--- src/rtl/power_manager_pkg.sv ---
// Purpose: constants and types shared by the power manager register bank
// Assumes: 40 MHz system clock, byte-wide register space behind an I2C target
// Notes: 16-bit registers are little endian, low byte at the even offset
package power_manager_pkg;
  localparam int CLK_HZ = 40000000;
  localparam int TICK_MS = 10;
  localparam int TICK_CYCLES_DEF = CLK_HZ / 1000 * TICK_MS;
  localparam int HOLD_MS = 2000;
  localparam logic [7:0] HOLD_TICKS = 8'(HOLD_MS / TICK_MS);
  localparam logic [6:0] PULSE_PERIOD = 7'h64;
  localparam logic [6:0] PULSE_HALF = 7'h32;
  localparam logic [6:0] FLASH_PERIOD = 7'h0a;
  localparam logic [6:0] FLASH_HALF = 7'h05;
  localparam int BASE_SHIFT = 4;

  localparam logic [7:0] OFS_VERSION = 8'h00;
  localparam logic [7:0] OFS_ADDRESS = 8'h01;
  localparam logic [7:0] OFS_LAMP_MODE = 8'h02;
  localparam logic [7:0] OFS_TOUCH_CYCLES = 8'h03;
  localparam logic [7:0] OFS_TOUCH_THRESH = 8'h04;
  localparam logic [7:0] OFS_TOUCH_HYST = 8'h05;
  localparam logic [7:0] OFS_RANGE_TRIM = 8'h06;
  localparam logic [7:0] OFS_STEP_TRIM = 8'h07;
  localparam logic [7:0] OFS_CUTOFF = 8'h08;
  localparam logic [7:0] OFS_SHUTDOWN = 8'h0a;
  localparam logic [7:0] OFS_BOOT = 8'h0c;
  localparam logic [7:0] OFS_WR_LAST = 8'h0d;
  localparam logic [7:0] OFS_BATTERY = 8'h32;
  localparam logic [7:0] OFS_OUTPUT = 8'h34;
  localparam logic [7:0] OFS_INPUT = 8'h36;
  localparam logic [7:0] OFS_CURRENT = 8'h38;
  localparam logic [7:0] OFS_BUTTON = 8'h3a;

  localparam logic [7:0] REG_SET_VERSION = 8'h07;
  localparam logic [7:0] RST_ADDRESS = 8'h43;
  localparam logic [7:0] RST_LAMP_MODE = 8'h01;
  localparam logic [7:0] RST_TOUCH_CYCLES = 8'h00;
  localparam logic [7:0] RST_TOUCH_THRESH = 8'h0c;
  localparam logic [7:0] RST_TOUCH_HYST = 8'h02;
  localparam logic [7:0] RST_RANGE_TRIM = 8'h00;
  localparam logic [7:0] RST_STEP_TRIM = 8'h00;
  localparam logic [15:0] RST_CUTOFF = 16'h1239;
  localparam logic [15:0] RST_SHUTDOWN = 16'h12dd;
  localparam logic [15:0] RST_BOOT = 16'h1424;
  localparam logic [7:0] UNLOCK_KEY = 8'hc9;
  localparam logic [7:0] UNMAPPED_BYTE = 8'hff;

  localparam logic [1:0] LAMP_OFF = 2'h0;
  localparam logic [1:0] LAMP_ON = 2'h1;
  localparam logic [1:0] LAMP_PULSE = 2'h2;
  localparam logic [1:0] LAMP_FLASH = 2'h3;

  localparam logic [1:0] PH_ADDR = 2'h0;
  localparam logic [1:0] PH_REG = 2'h1;
  localparam logic [1:0] PH_UNLOCK = 2'h2;
  localparam logic [1:0] PH_DATA = 2'h3;

  typedef enum logic [1:0] {
    HOST_OFF = 2'b00,
    HOST_BOOTING = 2'b01,
    HOST_ON = 2'b10,
    HOST_SHUTTING = 2'b11
  } host_e;

  typedef enum logic [2:0] {
    BUS_IDLE = 3'b000,
    BUS_RX = 3'b001,
    BUS_ACK = 3'b010,
    BUS_TX = 3'b011,
    BUS_RACK = 3'b100
  } bus_e;
endpackage : power_manager_pkg

--- src/rtl/power_manager_register_map.sv ---
// Purpose: I2C register bank and host power sequencer of a battery power manager
// Assumes: SCL and SDA_IN already synchronous to MCLK; readings are settled values
// Notes: SDA is open drain, SDA_OE high pulls the line low
//
// Overview of operation
// - address 0x00 reads the fixed register set version 0x07.
// - writable bus address register, default 0x43, selects the address answered.
// - host on: lamp mode 0 off, 1 steady, 2 pulsing, 3 fast flash.
// - otherwise lamp dark while off and pulsing while booting or shutting down.
// - button state reads zero when not pressed, nonzero while presses show.
// - low four bits are the last four samples, newest in bit zero.
// - button held two seconds asks the host to shut down; a press while off starts a boot.
// - touch cycle count zero selects mechanical switch, nonzero capacitive mode.
// - capacitive mode keeps a low-pass baseline following the touch reading.
// - touch on above baseline+threshold+hysteresis, off below baseline+threshold-hysteresis.
// - hysteresis, default two, added or subtracted by current touch state.
// - two writable oscillator trim bytes drive the clock calibration outputs.
// - input voltage reading is read-only 13 bits, little endian at 0x36.
// - battery voltage reading is read-only 13 bits, little endian at 0x32.
// - output voltage reading is read-only 13 bits, little endian at 0x34.
// - load current reading is read-only 13 bits, little endian at 0x38.
// - battery below cutoff threshold removes host power at once.
// - battery at or below shutdown threshold asks the host to shut down.
// - boot allowed only when battery reaches the boot threshold.
// - persistent registers are saved to flash after a write transfer.
// - data writes need unlock byte (address<<1)^0xC9^register, else not-acknowledge.
// - register pointer advances by one after each byte read or written.
// - reads outside defined registers return 0xFF.
// - writes outside writable registers are refused with not-acknowledge.
module power_manager_register_map
  import power_manager_pkg::*;
#(
  parameter int TICK_CYCLES = TICK_CYCLES_DEF
) (
  input wire logic MCLK,
  input wire logic RST_B,
  input wire logic SCL,
  input wire logic SDA_IN,
  output logic SDA_OUT,
  output logic SDA_OE,
  input wire logic BUTTON_PRESSED,
  input wire logic [15:0] TOUCH_READING,
  input wire logic TOUCH_READY,
  input wire logic [12:0] BATTERY_READING,
  input wire logic [12:0] OUTPUT_READING,
  input wire logic [12:0] INPUT_READING,
  input wire logic [12:0] CURRENT_READING,
  input wire logic HOST_RUNNING,
  input wire logic HOST_HALTED,
  output logic HOST_POWER,
  output logic SHUTDOWN_REQUEST,
  output logic POWER_LAMP,
  output logic [7:0] TOUCH_CYCLES,
  output logic [7:0] OSC_RANGE_TRIM,
  output logic [7:0] OSC_STEP_TRIM,
  output logic FLASH_SAVE
);
  typedef struct packed {
    host_e host;
    bus_e bus;
    logic [7:0] addr;
    logic [7:0] lamp_mode;
    logic [7:0] cycles;
    logic [7:0] thresh;
    logic [7:0] hyst;
    logic [7:0] trim_r;
    logic [7:0] trim_s;
    logic [15:0] vmin;
    logic [15:0] vshdn;
    logic [15:0] vboot;
    logic [7:0] ptr;
    logic [7:0] shift;
    logic [3:0] cnt;
    logic [1:0] phase;
    logic rw;
    logic nack;
    logic dirty;
    logic scl_q;
    logic sda_q;
    logic sda_oe;
    logic [18:0] tick_cnt;
    logic tick;
    logic [3:0] hist;
    logic [7:0] hold;
    logic [6:0] blink;
    logic lamp;
    logic [15:0] base;
    logic touch;
    logic host_power;
    logic shdn_req;
    logic flash_save;
  } state_s;

  state_s s;
  state_s next_s;

  always_comb begin
    logic scl_rise;
    logic scl_fall;
    logic start;
    logic stop;
    logic [7:0] rbyte;
    logic [7:0] key;
    logic sample;
    logic pulse;
    logic fast;
    logic [17:0] on_lvl;
    logic [17:0] off_lvl;
    logic [17:0] base_thr;
    scl_rise = 1'b0;
    scl_fall = 1'b0;
    start = 1'b0;
    stop = 1'b0;
    rbyte = UNMAPPED_BYTE;
    key = 8'h00;
    sample = 1'b0;
    pulse = 1'b0;
    fast = 1'b0;
    on_lvl = 18'h0;
    off_lvl = 18'h0;
    base_thr = 18'h0;
    next_s = s;
    next_s.scl_q = SCL;
    next_s.sda_q = SDA_IN;
    next_s.flash_save = 1'b0;
    next_s.tick = 1'b0;

    scl_rise = SCL & ~s.scl_q;
    scl_fall = ~SCL & s.scl_q;
    start = s.scl_q & SCL & s.sda_q & ~SDA_IN;
    stop = s.scl_q & SCL & ~s.sda_q & SDA_IN;

    case (s.ptr)
      OFS_VERSION: rbyte = REG_SET_VERSION;
      OFS_ADDRESS: rbyte = s.addr;
      OFS_LAMP_MODE: rbyte = s.lamp_mode;
      OFS_TOUCH_CYCLES: rbyte = s.cycles;
      OFS_TOUCH_THRESH: rbyte = s.thresh;
      OFS_TOUCH_HYST: rbyte = s.hyst;
      OFS_RANGE_TRIM: rbyte = s.trim_r;
      OFS_STEP_TRIM: rbyte = s.trim_s;
      OFS_CUTOFF: rbyte = s.vmin[7:0];
      OFS_CUTOFF + 8'h01: rbyte = s.vmin[15:8];
      OFS_SHUTDOWN: rbyte = s.vshdn[7:0];
      OFS_SHUTDOWN + 8'h01: rbyte = s.vshdn[15:8];
      OFS_BOOT: rbyte = s.vboot[7:0];
      OFS_BOOT + 8'h01: rbyte = s.vboot[15:8];
      OFS_BATTERY: rbyte = BATTERY_READING[7:0];
      OFS_BATTERY + 8'h01: rbyte = {3'h0, BATTERY_READING[12:8]};
      OFS_OUTPUT: rbyte = OUTPUT_READING[7:0];
      OFS_OUTPUT + 8'h01: rbyte = {3'h0, OUTPUT_READING[12:8]};
      OFS_INPUT: rbyte = INPUT_READING[7:0];
      OFS_INPUT + 8'h01: rbyte = {3'h0, INPUT_READING[12:8]};
      OFS_CURRENT: rbyte = CURRENT_READING[7:0];
      OFS_CURRENT + 8'h01: rbyte = {3'h0, CURRENT_READING[12:8]};
      OFS_BUTTON: rbyte = {4'h0, s.hist};
      default: rbyte = UNMAPPED_BYTE;
    endcase
    key = {s.addr[6:0], 1'b0} ^ UNLOCK_KEY ^ s.ptr;

    case (s.bus)
      BUS_IDLE: begin
        next_s.sda_oe = 1'b0;
      end
      BUS_RX: begin
        if (scl_rise) begin
          next_s.shift = {s.shift[6:0], SDA_IN};
          next_s.cnt = s.cnt + 4'h1;
        end
        if (scl_fall && s.cnt == 4'h8) begin
          next_s.bus = BUS_ACK;
          next_s.nack = 1'b0;
          case (s.phase)
            PH_ADDR: begin
              if (s.shift[7:1] == s.addr[6:0]) begin
                next_s.rw = s.shift[0];
              end else begin
                next_s.bus = BUS_IDLE;
              end
            end
            PH_REG: next_s.ptr = s.shift;
            PH_UNLOCK: next_s.nack = (s.shift != key);
            default: begin
              if (s.ptr >= OFS_ADDRESS && s.ptr <= OFS_WR_LAST) begin
                next_s.ptr = s.ptr + 8'h01;
                next_s.dirty = 1'b1;
                case (s.ptr)
                  OFS_ADDRESS: next_s.addr = s.shift;
                  OFS_LAMP_MODE: next_s.lamp_mode = s.shift;
                  OFS_TOUCH_CYCLES: next_s.cycles = s.shift;
                  OFS_TOUCH_THRESH: next_s.thresh = s.shift;
                  OFS_TOUCH_HYST: next_s.hyst = s.shift;
                  OFS_RANGE_TRIM: next_s.trim_r = s.shift;
                  OFS_STEP_TRIM: next_s.trim_s = s.shift;
                  OFS_CUTOFF: next_s.vmin[7:0] = s.shift;
                  OFS_CUTOFF + 8'h01: next_s.vmin[15:8] = s.shift;
                  OFS_SHUTDOWN: next_s.vshdn[7:0] = s.shift;
                  OFS_SHUTDOWN + 8'h01: next_s.vshdn[15:8] = s.shift;
                  OFS_BOOT: next_s.vboot[7:0] = s.shift;
                  default: next_s.vboot[15:8] = s.shift;
                endcase
              end else begin
                next_s.nack = 1'b1;
              end
            end
          endcase
          next_s.sda_oe = (next_s.bus == BUS_ACK) & ~next_s.nack;
        end
      end
      BUS_ACK: begin
        if (scl_fall) begin
          next_s.sda_oe = 1'b0;
          next_s.cnt = 4'h0;
          if (s.nack) begin
            next_s.bus = BUS_IDLE;
          end else if (s.phase == PH_ADDR && s.rw) begin
            next_s.bus = BUS_TX;
            next_s.shift = rbyte;
            next_s.sda_oe = ~rbyte[7];
          end else begin
            next_s.bus = BUS_RX;
            next_s.phase = (s.phase == PH_DATA) ? PH_DATA : s.phase + 2'h1;
          end
        end
      end
      BUS_TX: begin
        if (scl_rise) begin
          next_s.cnt = s.cnt + 4'h1;
        end
        if (scl_fall) begin
          if (s.cnt == 4'h8) begin
            next_s.sda_oe = 1'b0;
            next_s.bus = BUS_RACK;
            next_s.ptr = s.ptr + 8'h01;
          end else begin
            next_s.shift = {s.shift[6:0], 1'b0};
            next_s.sda_oe = ~s.shift[6];
          end
        end
      end
      BUS_RACK: begin
        if (scl_rise) begin
          next_s.nack = SDA_IN;
        end
        if (scl_fall) begin
          next_s.cnt = 4'h0;
          if (s.nack) begin
            next_s.bus = BUS_IDLE;
          end else begin
            next_s.bus = BUS_TX;
            next_s.shift = rbyte;
            next_s.sda_oe = ~rbyte[7];
          end
        end
      end
      default: begin
        next_s.bus = BUS_IDLE;
        next_s.sda_oe = 1'b0;
      end
    endcase
    // a repeated start may arrive in any state, so it overrides the byte engine
    if (start) begin
      next_s.bus = BUS_RX;
      next_s.cnt = 4'h0;
      next_s.phase = PH_ADDR;
      next_s.sda_oe = 1'b0;
    end else if (stop) begin
      next_s.bus = BUS_IDLE;
      next_s.sda_oe = 1'b0;
      // one flash save per transfer keeps wear down
      next_s.flash_save = s.dirty;
      next_s.dirty = 1'b0;
    end

    if (s.tick_cnt == 19'(TICK_CYCLES - 1)) begin
      next_s.tick_cnt = 19'h0;
      next_s.tick = 1'b1;
    end else begin
      next_s.tick_cnt = s.tick_cnt + 19'h1;
    end

    base_thr = {2'h0, s.base} + {10'h0, s.thresh};
    on_lvl = base_thr + {10'h0, s.hyst};
    off_lvl = (base_thr > {10'h0, s.hyst}) ? base_thr - {10'h0, s.hyst} : 18'h0;
    if (TOUCH_READY && s.cycles != 8'h00) begin
      if (TOUCH_READING > s.base) begin
        next_s.base = s.base + ((TOUCH_READING - s.base) >> BASE_SHIFT);
      end else begin
        next_s.base = s.base - ((s.base - TOUCH_READING) >> BASE_SHIFT);
      end
      if (!s.touch && {2'h0, TOUCH_READING} > on_lvl) begin
        next_s.touch = 1'b1;
      end else if (s.touch && {2'h0, TOUCH_READING} < off_lvl) begin
        next_s.touch = 1'b0;
      end
    end
    sample = (s.cycles == 8'h00) ? BUTTON_PRESSED : s.touch;

    if (s.tick) begin
      next_s.hist = {s.hist[2:0], sample};
      if (!sample) begin
        next_s.hold = 8'h00;
      end else if (s.hold != HOLD_TICKS) begin
        next_s.hold = s.hold + 8'h01;
      end
      next_s.blink = (s.blink == PULSE_PERIOD - 7'h01) ? 7'h00 : s.blink + 7'h01;
    end

    case (s.host)
      HOST_OFF: begin
        if (s.hist == 4'h1 && {3'h0, BATTERY_READING} >= s.vboot) begin
          next_s.host = HOST_BOOTING;
        end
      end
      HOST_BOOTING: begin
        if (HOST_RUNNING) begin
          next_s.host = HOST_ON;
        end
      end
      HOST_ON: begin
        if ({3'h0, BATTERY_READING} <= s.vshdn) begin
          next_s.host = HOST_SHUTTING;
        end else if (s.hold == HOLD_TICKS) begin
          next_s.host = HOST_SHUTTING;
        end
      end
      HOST_SHUTTING: begin
        if (HOST_HALTED) begin
          next_s.host = HOST_OFF;
        end
      end
      default: next_s.host = HOST_OFF;
    endcase
    if ({3'h0, BATTERY_READING} < s.vmin) begin
      next_s.host = HOST_OFF;
    end
    next_s.host_power = (next_s.host != HOST_OFF);
    next_s.shdn_req = (next_s.host == HOST_SHUTTING);

    pulse = (s.blink < PULSE_HALF);
    fast = ((s.blink % FLASH_PERIOD) < FLASH_HALF);
    case (s.host)
      HOST_ON: begin
        case (s.lamp_mode[1:0])
          LAMP_OFF: next_s.lamp = 1'b0;
          LAMP_ON: next_s.lamp = 1'b1;
          LAMP_PULSE: next_s.lamp = pulse;
          default: next_s.lamp = fast;
        endcase
      end
      HOST_BOOTING, HOST_SHUTTING: next_s.lamp = pulse;
      default: next_s.lamp = 1'b0;
    endcase
  end

  always_ff @(posedge MCLK or negedge RST_B) begin
    if (!RST_B) begin
      s <= '0;
      s.host <= HOST_OFF;
      s.bus <= BUS_IDLE;
      s.addr <= RST_ADDRESS;
      s.lamp_mode <= RST_LAMP_MODE;
      s.cycles <= RST_TOUCH_CYCLES;
      s.thresh <= RST_TOUCH_THRESH;
      s.hyst <= RST_TOUCH_HYST;
      s.trim_r <= RST_RANGE_TRIM;
      s.trim_s <= RST_STEP_TRIM;
      s.vmin <= RST_CUTOFF;
      s.vshdn <= RST_SHUTDOWN;
      s.vboot <= RST_BOOT;
      s.scl_q <= 1'b1;
      s.sda_q <= 1'b1;
    end else begin
      s <= next_s;
    end
  end

  assign SDA_OUT = 1'b0;
  assign SDA_OE = s.sda_oe;
  assign HOST_POWER = s.host_power;
  assign SHUTDOWN_REQUEST = s.shdn_req;
  assign POWER_LAMP = s.lamp;
  assign TOUCH_CYCLES = s.cycles;
  assign OSC_RANGE_TRIM = s.trim_r;
  assign OSC_STEP_TRIM = s.trim_s;
  assign FLASH_SAVE = s.flash_save;
endmodule : power_manager_register_map

--- config.mk ---
export PLATFORM = sky130hd
export DESIGN_NAME = power_manager_register_map
export DESIGN_NICKNAME = d
export VERILOG_FILES = /design/src/rtl/power_manager_pkg.sv /design/src/rtl/power_manager_register_map.sv
export SDC_FILE = /design/constraint.sdc
export NUM_CORES = 1
export LEC_CHECK = 0
export BUFFER_PORTS_ARGS = -buffer_cell sky130_fd_sc_hd__buf_2
export CORE_MARGIN = 2
export CORE_UTILIZATION = 30
export DETAILED_ROUTE_END_ITERATION = 8
export PLACE_DENSITY = 0.5
export SLEW_MARGIN = 15
export SYNTH_ARGS = -nofsm -noshare
export SYNTH_HDL_FRONTEND = slang
export SYNTH_SLANG_ARGS = --single-unit
--- constraint.sdc ---
create_clock -name MCLK -period 5.5 [get_ports MCLK]
set_input_delay 0.275 -clock MCLK [delete_from_list [all_inputs] [get_ports MCLK]]
set_output_delay 0.275 -clock MCLK [all_outputs]
set_load 0.01 [all_outputs]
==> results.ini, run 1 <==
[critical_path]
crit_path_start_kind=flop
required_ns=5.88
path_cells=ha_1, a21oi_1, o22ai_2, o311a_1, o21a_1, nor2_1, ha_1, inv_1, nor2_1, nor3_2, buf_4, nand2_1, or3_1, nand3_1, ha_1, nor2b_1, o21ai_0, o311a_1, o21ai_0, nor4b_2, nor2_1, a21boi_0, o31ai_1
critPathMaxStageDelay_ns=0.57
critical_path.max_fanout=6
cp-end-kind=flop
critical-path-slowest-cell=dfstp_2
r2r_slack_ns=0.34
path_class=flop to flop
critPathArrivalTime_ns=5.54

[sta]
hold_violations=0
fin_hold_ws_ns=0.178
rsz0062_at_grt=true
post-route-period-util_pct=93.8
finalSetupViolCount=0
fin_worst_skew_ns=0.0185
setup_slack_ns=0.342
fmax_ghz=0.194
relSlewSlack_pct=28.0
tightest_slew_ns=1.08
finalMaxSlewViolations=0
fin_setup_tns_ns=0
min_period_ns=5.16

[yosys]
synth_area_sq_um=15800
synth_top_area_cell=dfrtp_1
synth_ff_type=dfrtp_1
syn_nets=2022
postSynthAreaPerCell_sq_um=8.82
synth.area.top_cells=dfrtp_1 (27%), ha_1 (12%), mux2_2 (4.9%), dfstp_2 (4.5%), xnor2_1 (4.0%)
synth_cell_types=90
yosysTopAreaCellShare_pct=26.9
ys_ff_latch=197
ys_warn_count=0
syn_inst=1790
seq_area_frac_synth_pct=31.4
synth_edf_count=0
async_reset_ff_share_pct=100

[die]
start_util_pct=30.2
coreArea_sq_um=52300
io_pins=106
num_rows=84
die_area_sq_um=54500
die_w_um=233
dieHeight_um=233

[drt]
vias=13800
wl_met1_um=24400
drcViolationCount=0
wl_per_cell_um=21.0
highest_layer=met5
ant_nets=0
drt_first_iter_violations=1132
dr_wl_met3_um=3000
vias_per_cell=5.44
drtPass1Iterations=6
wirelength_um=53400
wl_met2_um=24400

[place]
port_buffers=104
dp_hpwl_um=40600
gp_congestion=0.920
pre_cts_ws_ns=0.149

[final_layout]
antenna_cells=0
area_growth_pct=11.4
final_common_cell=dfrtp_1
final_nets=2071
layout-drive-gt1-share_pct=17.0
mostFrequentLayoutCells=dfrtp_1 (169), nand2_1 (161), ha_1 (148)

[cts]
clk_latency_ns=0.49
htreeDepth=4
tritoncts=yes
cts-root-buf=clkbuf_16
cts_max_path_buffers=2
clk_pin_slew_ns=0.08
numClockSinks=197
cts_buffers=17

[grt]
grt_use_total_pct=19.9
grt_max_degree=77
first_global_vias=13500
grt_pass1_wl_um=82400
antenna_found_initial=2
overflow=0

[job]
drv_cap=0

[min_path]
holdCritPathClass=input port to flop

[power_and_ir_drop]
leakage_nw=8.14
seqPwrFrac_pct=45.8
p_switching_mw=1.17
swShare_pct=32.6
pwr-share-comb_pct=15.7
ir_drop_v=0.000259
internal_power_mw=2.42
clkPwrFrac_pct=38.5
p_per_area_nw_per_um2=204

[run_status]
outcome=completed

-- metrics by stage --
step / power (mW) / instance area, sq um / utilization [%] / std cells
final: 3.59 / 17600 / 33.6 / 2540
after detailed placement: 2.22 / 16900 / 32.2 / 2504
after global routing: 3.73 / 17600 / 33.6 / 2540
after global placement: 2.22 / 16900 / 32.2 / 2504
after floorplan: 1.92 / 15800 / - / 1790
after CTS: 3.62 / 17500 / 33.5 / 2539
-- flip-flops by register name, indices dropped and copies added (netlist names) --
| signal | cells |
|---|---|
| FLASH_SAVE | 1 |
| HOST_POWER | 1 |
| OSC_RANGE_TRIM | 8 |
| OSC_STEP_TRIM | 8 |
| POWER_LAMP | 1 |
| SDA_OE | 1 |
| SHUTDOWN_REQUEST | 1 |
| TOUCH_CYCLES | 8 |
| s | 168 |
-- critical path: cells and delay by family (launching register included) --
kind / cells / cell delay, ns
flops: 1 / 0.57
fa+ha+maj: 3 / 0.90
buf+inv: 2 / 0.34
compound gates: 9 / 1.68
simple gates: 9 / 1.58
-- power by group through the flow --
| stage | Sequential, mW | Clock [mW] | Combinational (mW) |
|---|---|---|---|
| 2_1_floorplan | 1.52 | 0 | 0.397 |
| 3_3_place_gp | 1.67 | 0 | 0.554 |
| 3_5_place_dp | 1.67 | 0 | 0.558 |
| 4_1_cts | 1.64 | 1.42 | 0.562 |
| 5_1_grt | 1.64 | 1.47 | 0.618 |
| 6_report | 1.64 | 1.38 | 0.564 |
-- area by class of cell --
type	instances	area [sq um]
repair buffers	140	807
clock buffers	19	433
clock inverters	13	186
multi-input cells	1367	9910
flip-flops and latches	197	4960
inverters	116	435
well taps	688	861
fillers	5488	34700
-- Yosys cell counts, types with 8 or more instances --
master / instances
a211oi_1: 15
a21o_1: 29
a21oi_1: 94
a221oi_1: 18
a222oi_1: 12
a22o_1: 10
a22oi_1: 29
a31oi_1: 15
a32o_1: 8
a32oi_1: 8
and2_1: 11
and3_1: 17
buf_2: 22
buf_4: 27
clkbuf_1: 58
dfrtp_1: 170
dfstp_2: 27
ha_1: 152
inv_1: 116
mux2_2: 69
mux2i_1: 8
nand2_1: 161
nand2b_1: 24
nand3_1: 36
nand4_1: 34
nor2_1: 135
nor2b_1: 19
nor3_1: 29
nor3b_1: 8
nor4_1: 12
o21a_1: 13
o21ai_0: 119
o21bai_1: 10
o22a_1: 11
o22ai_1: 9
xnor2_1: 72
xor2_1: 47
-- per-layer routing --
layer | global-route usage, % | vias up
li1 | - | 6549
met1 | 27.2 | 6788
met2 | 31.3 | 368
met3 | 4.03 | 96
met4 | 7.00 | 4
met5 | 0 | -
-- cells by family after synthesis --
group	after synthesis	share of synthesized area, %
simple gates	537	17.1
compound gates	476	20.7
fa+ha+maj	157	12.6
other cells	1	0.0237
xor+xnor	119	6.60
buf+inv	226	6.19
mux	77	5.43
flops	197	31.4
-- repair_timing --
action,in CTS,in global routing
endpoints found under the hold margin,63,0
buffers inserted,0,1
setup endpoints to repair,0,3
resized for setup,0,15
hold buffers,3,0
-- worst paths after layout --
check	startpoint	endpoint	cells after the start
max	s[163]	s[3]	23
min	HOST_HALTED	s[196]	3
max reg2reg	s[163]	s[3]	23
min reg2reg	s[41]	s[41]	1
max in group asynchronous	RST_B	s[94]	3
min in group asynchronous	RST_B	s[11]	2
No activity file was read; power rests on OpenSTA's default activity.
==> run 2: changes to the inputs <==
Settings changed: CELL_PAD_IN_SITES_DETAIL_PLACEMENT from default to 1, CELL_PAD_IN_SITES_GLOBAL_PLACEMENT from default to 1, PLACE_DENSITY 0.5 to 0.6.
==> results.ini, run 2 (synthesis gave the netlist of run 1 again) <==
[sta]
finalMaxSlewViolations=0
finalSetupViolCount=0
setup_slack_ns=0.302
post-route-period-util_pct=94.5
relSlewSlack_pct=24.6
hold_violations=0
fin_setup_tns_ns=0
fin_worst_skew_ns=0.0151
fmax_ghz=0.192
min_period_ns=5.20
tightest_slew_ns=1.13
fin_hold_ws_ns=0.191

[cts]
clk_pin_slew_ns=0.08
htreeDepth=4
clk_latency_ns=0.48
cts_buffers=17
cts-root-buf=clkbuf_16
tritoncts=yes
cts_max_path_buffers=2
numClockSinks=197

[grt]
first_global_vias=14300
grt_max_degree=98
grt_use_total_pct=21.0
overflow=0
grt_pass1_wl_um=87100
antenna_found_initial=0

[critical_path]
startpoint=s[4]
cp-end-kind=flop
required_ns=5.85
crit_path_end=s[3]
rr_endpoint=s[3]
reg2reg_depth=26
critPathArrivalTime_ns=5.55
r2r_slack_ns=0.30
critical_path.max_fanout=8
path_class=flop to flop
crit_path_start_kind=flop
r2r-start=s[4]

[die]
num_rows=84
die_w_um=233
coreArea_sq_um=52300
io_pins=106
start_util_pct=30.2
dieHeight_um=233
die_area_sq_um=54500

[final_layout]
final_area_sq_um=17700
layout-drive-gt1-share_pct=18.0
mostFrequentLayoutCells=dfrtp_1 (169), nand2_1 (160), ha_1 (148)
num-fill-cells=6190
seqCellArea_sq_um=4960
largest-register=s
area_growth_pct=12.1
final_common_cell=dfrtp_1
multi_input_area_sq_um=10000
antenna_cells=0
largest_reg_flops=168
fin_cells=2546
utilization_pct=33.8
final_nets=2077

[drt]
vias=14000
vias_per_cell=5.51
wirelength_um=57000
drtPass1Iterations=5
drcViolationCount=0
wl_per_cell_um=22.4
ant_nets=0
drt_first_iter_violations=883

[power_and_ir_drop]
leakage_nw=8.19
ir_drop_v=0.000229
p_per_area_nw_per_um2=197
p_total_mw=3.49

[place]
dp_cells=2504
dpl_cell_area_sq_um=16900
gp_congestion=0.905
pre_cts_ws_ns=-0.0803
dp_hpwl_um=44400
port_buffers=104

[run_status]
outcome=completed

[min_path]
holdCritPathClass=input port to flop

[job]
drv_cap=0

==> run 2: worst min-delay path by stage <==
stage	cells after the start	slack (ns)	end	startpoint
final	3	0.19	s[196]	HOST_HALTED
after CTS	3	0.17	s[196]	HOST_HALTED
after global routing	3	0.21	s[196]	HOST_HALTED
after floorplan	0	-0.02	FLASH_SAVE	RST_B
after detailed placement	1	0.39	s[25]	RST_B
after global placement	1	0.39	s[25]	RST_B
==> run 2: timing repair <==
action / CTS / global route
hold endpoints to repair: 86 / 0
gates resized for setup: 5 / 34
endpoints found under the setup margin: 1 / 6
hold buffers: 3 / 0
pin swaps: 0 / 7
setup buffers: 0 / 7
==> run 2: metal layers <==
| metal | vias to the layer above | global-route usage, % | wire length, um |
|---|---|---|---|
| li1 | 6543 | - | - |
| met4 | 0 | 7.77 | 1980 |
| met5 | - | 0 | 0 |
| met3 | 98 | 2.84 | 2140 |
| met2 | 310 | 35.3 | 27400 |
| met1 | 7071 | 27.5 | 25600 |
==> run 2: worst max-delay path, stage by stage (launching register included) <==
cell and delay, ns:
dfrtp_1 0.41, ha_1 0.24, fa_1 0.44, a21o_1 0.19, a21oi_2 0.20, o21bai_1 0.08
a21oi_1 0.22, xnor2_2 0.15, ha_4 0.34, nand4_1 0.15, a21oi_2 0.17, nor3_1 0.06
buf_4 0.15, o211a_1 0.26, nand2_4 0.12, buf_4 0.18, nand2_1 0.07, ha_1 0.18
a21o_1 0.17, a21o_1 0.17, a21oi_1 0.18, o311a_1 0.16, o21ai_0 0.14, nor4b_2 0.32
nor2_1 0.08, a21boi_1 0.16, o31ai_1 0.08
==> run 2: report_power, final <==
group | total (mW) | switching (mW) | internal [mW]
Clock | 1.27 | 0.651 | 0.620
Combinational | 0.616 | 0.402 | 0.214
Sequential | 1.60 | 0.123 | 1.48
==> run 2: layout make-up <==
type / count / share of cell area [%]
Clock buffer: 20 / 2.58
Clock inverter: 12 / 0.650
Inverter: 116 / 2.46
Multi-Input combinational cell: 1367 / 56.6
Sequential cell: 197 / 28.0
Tap cell: 688 / 4.86
Timing Repair Buffer: 146 / 4.82
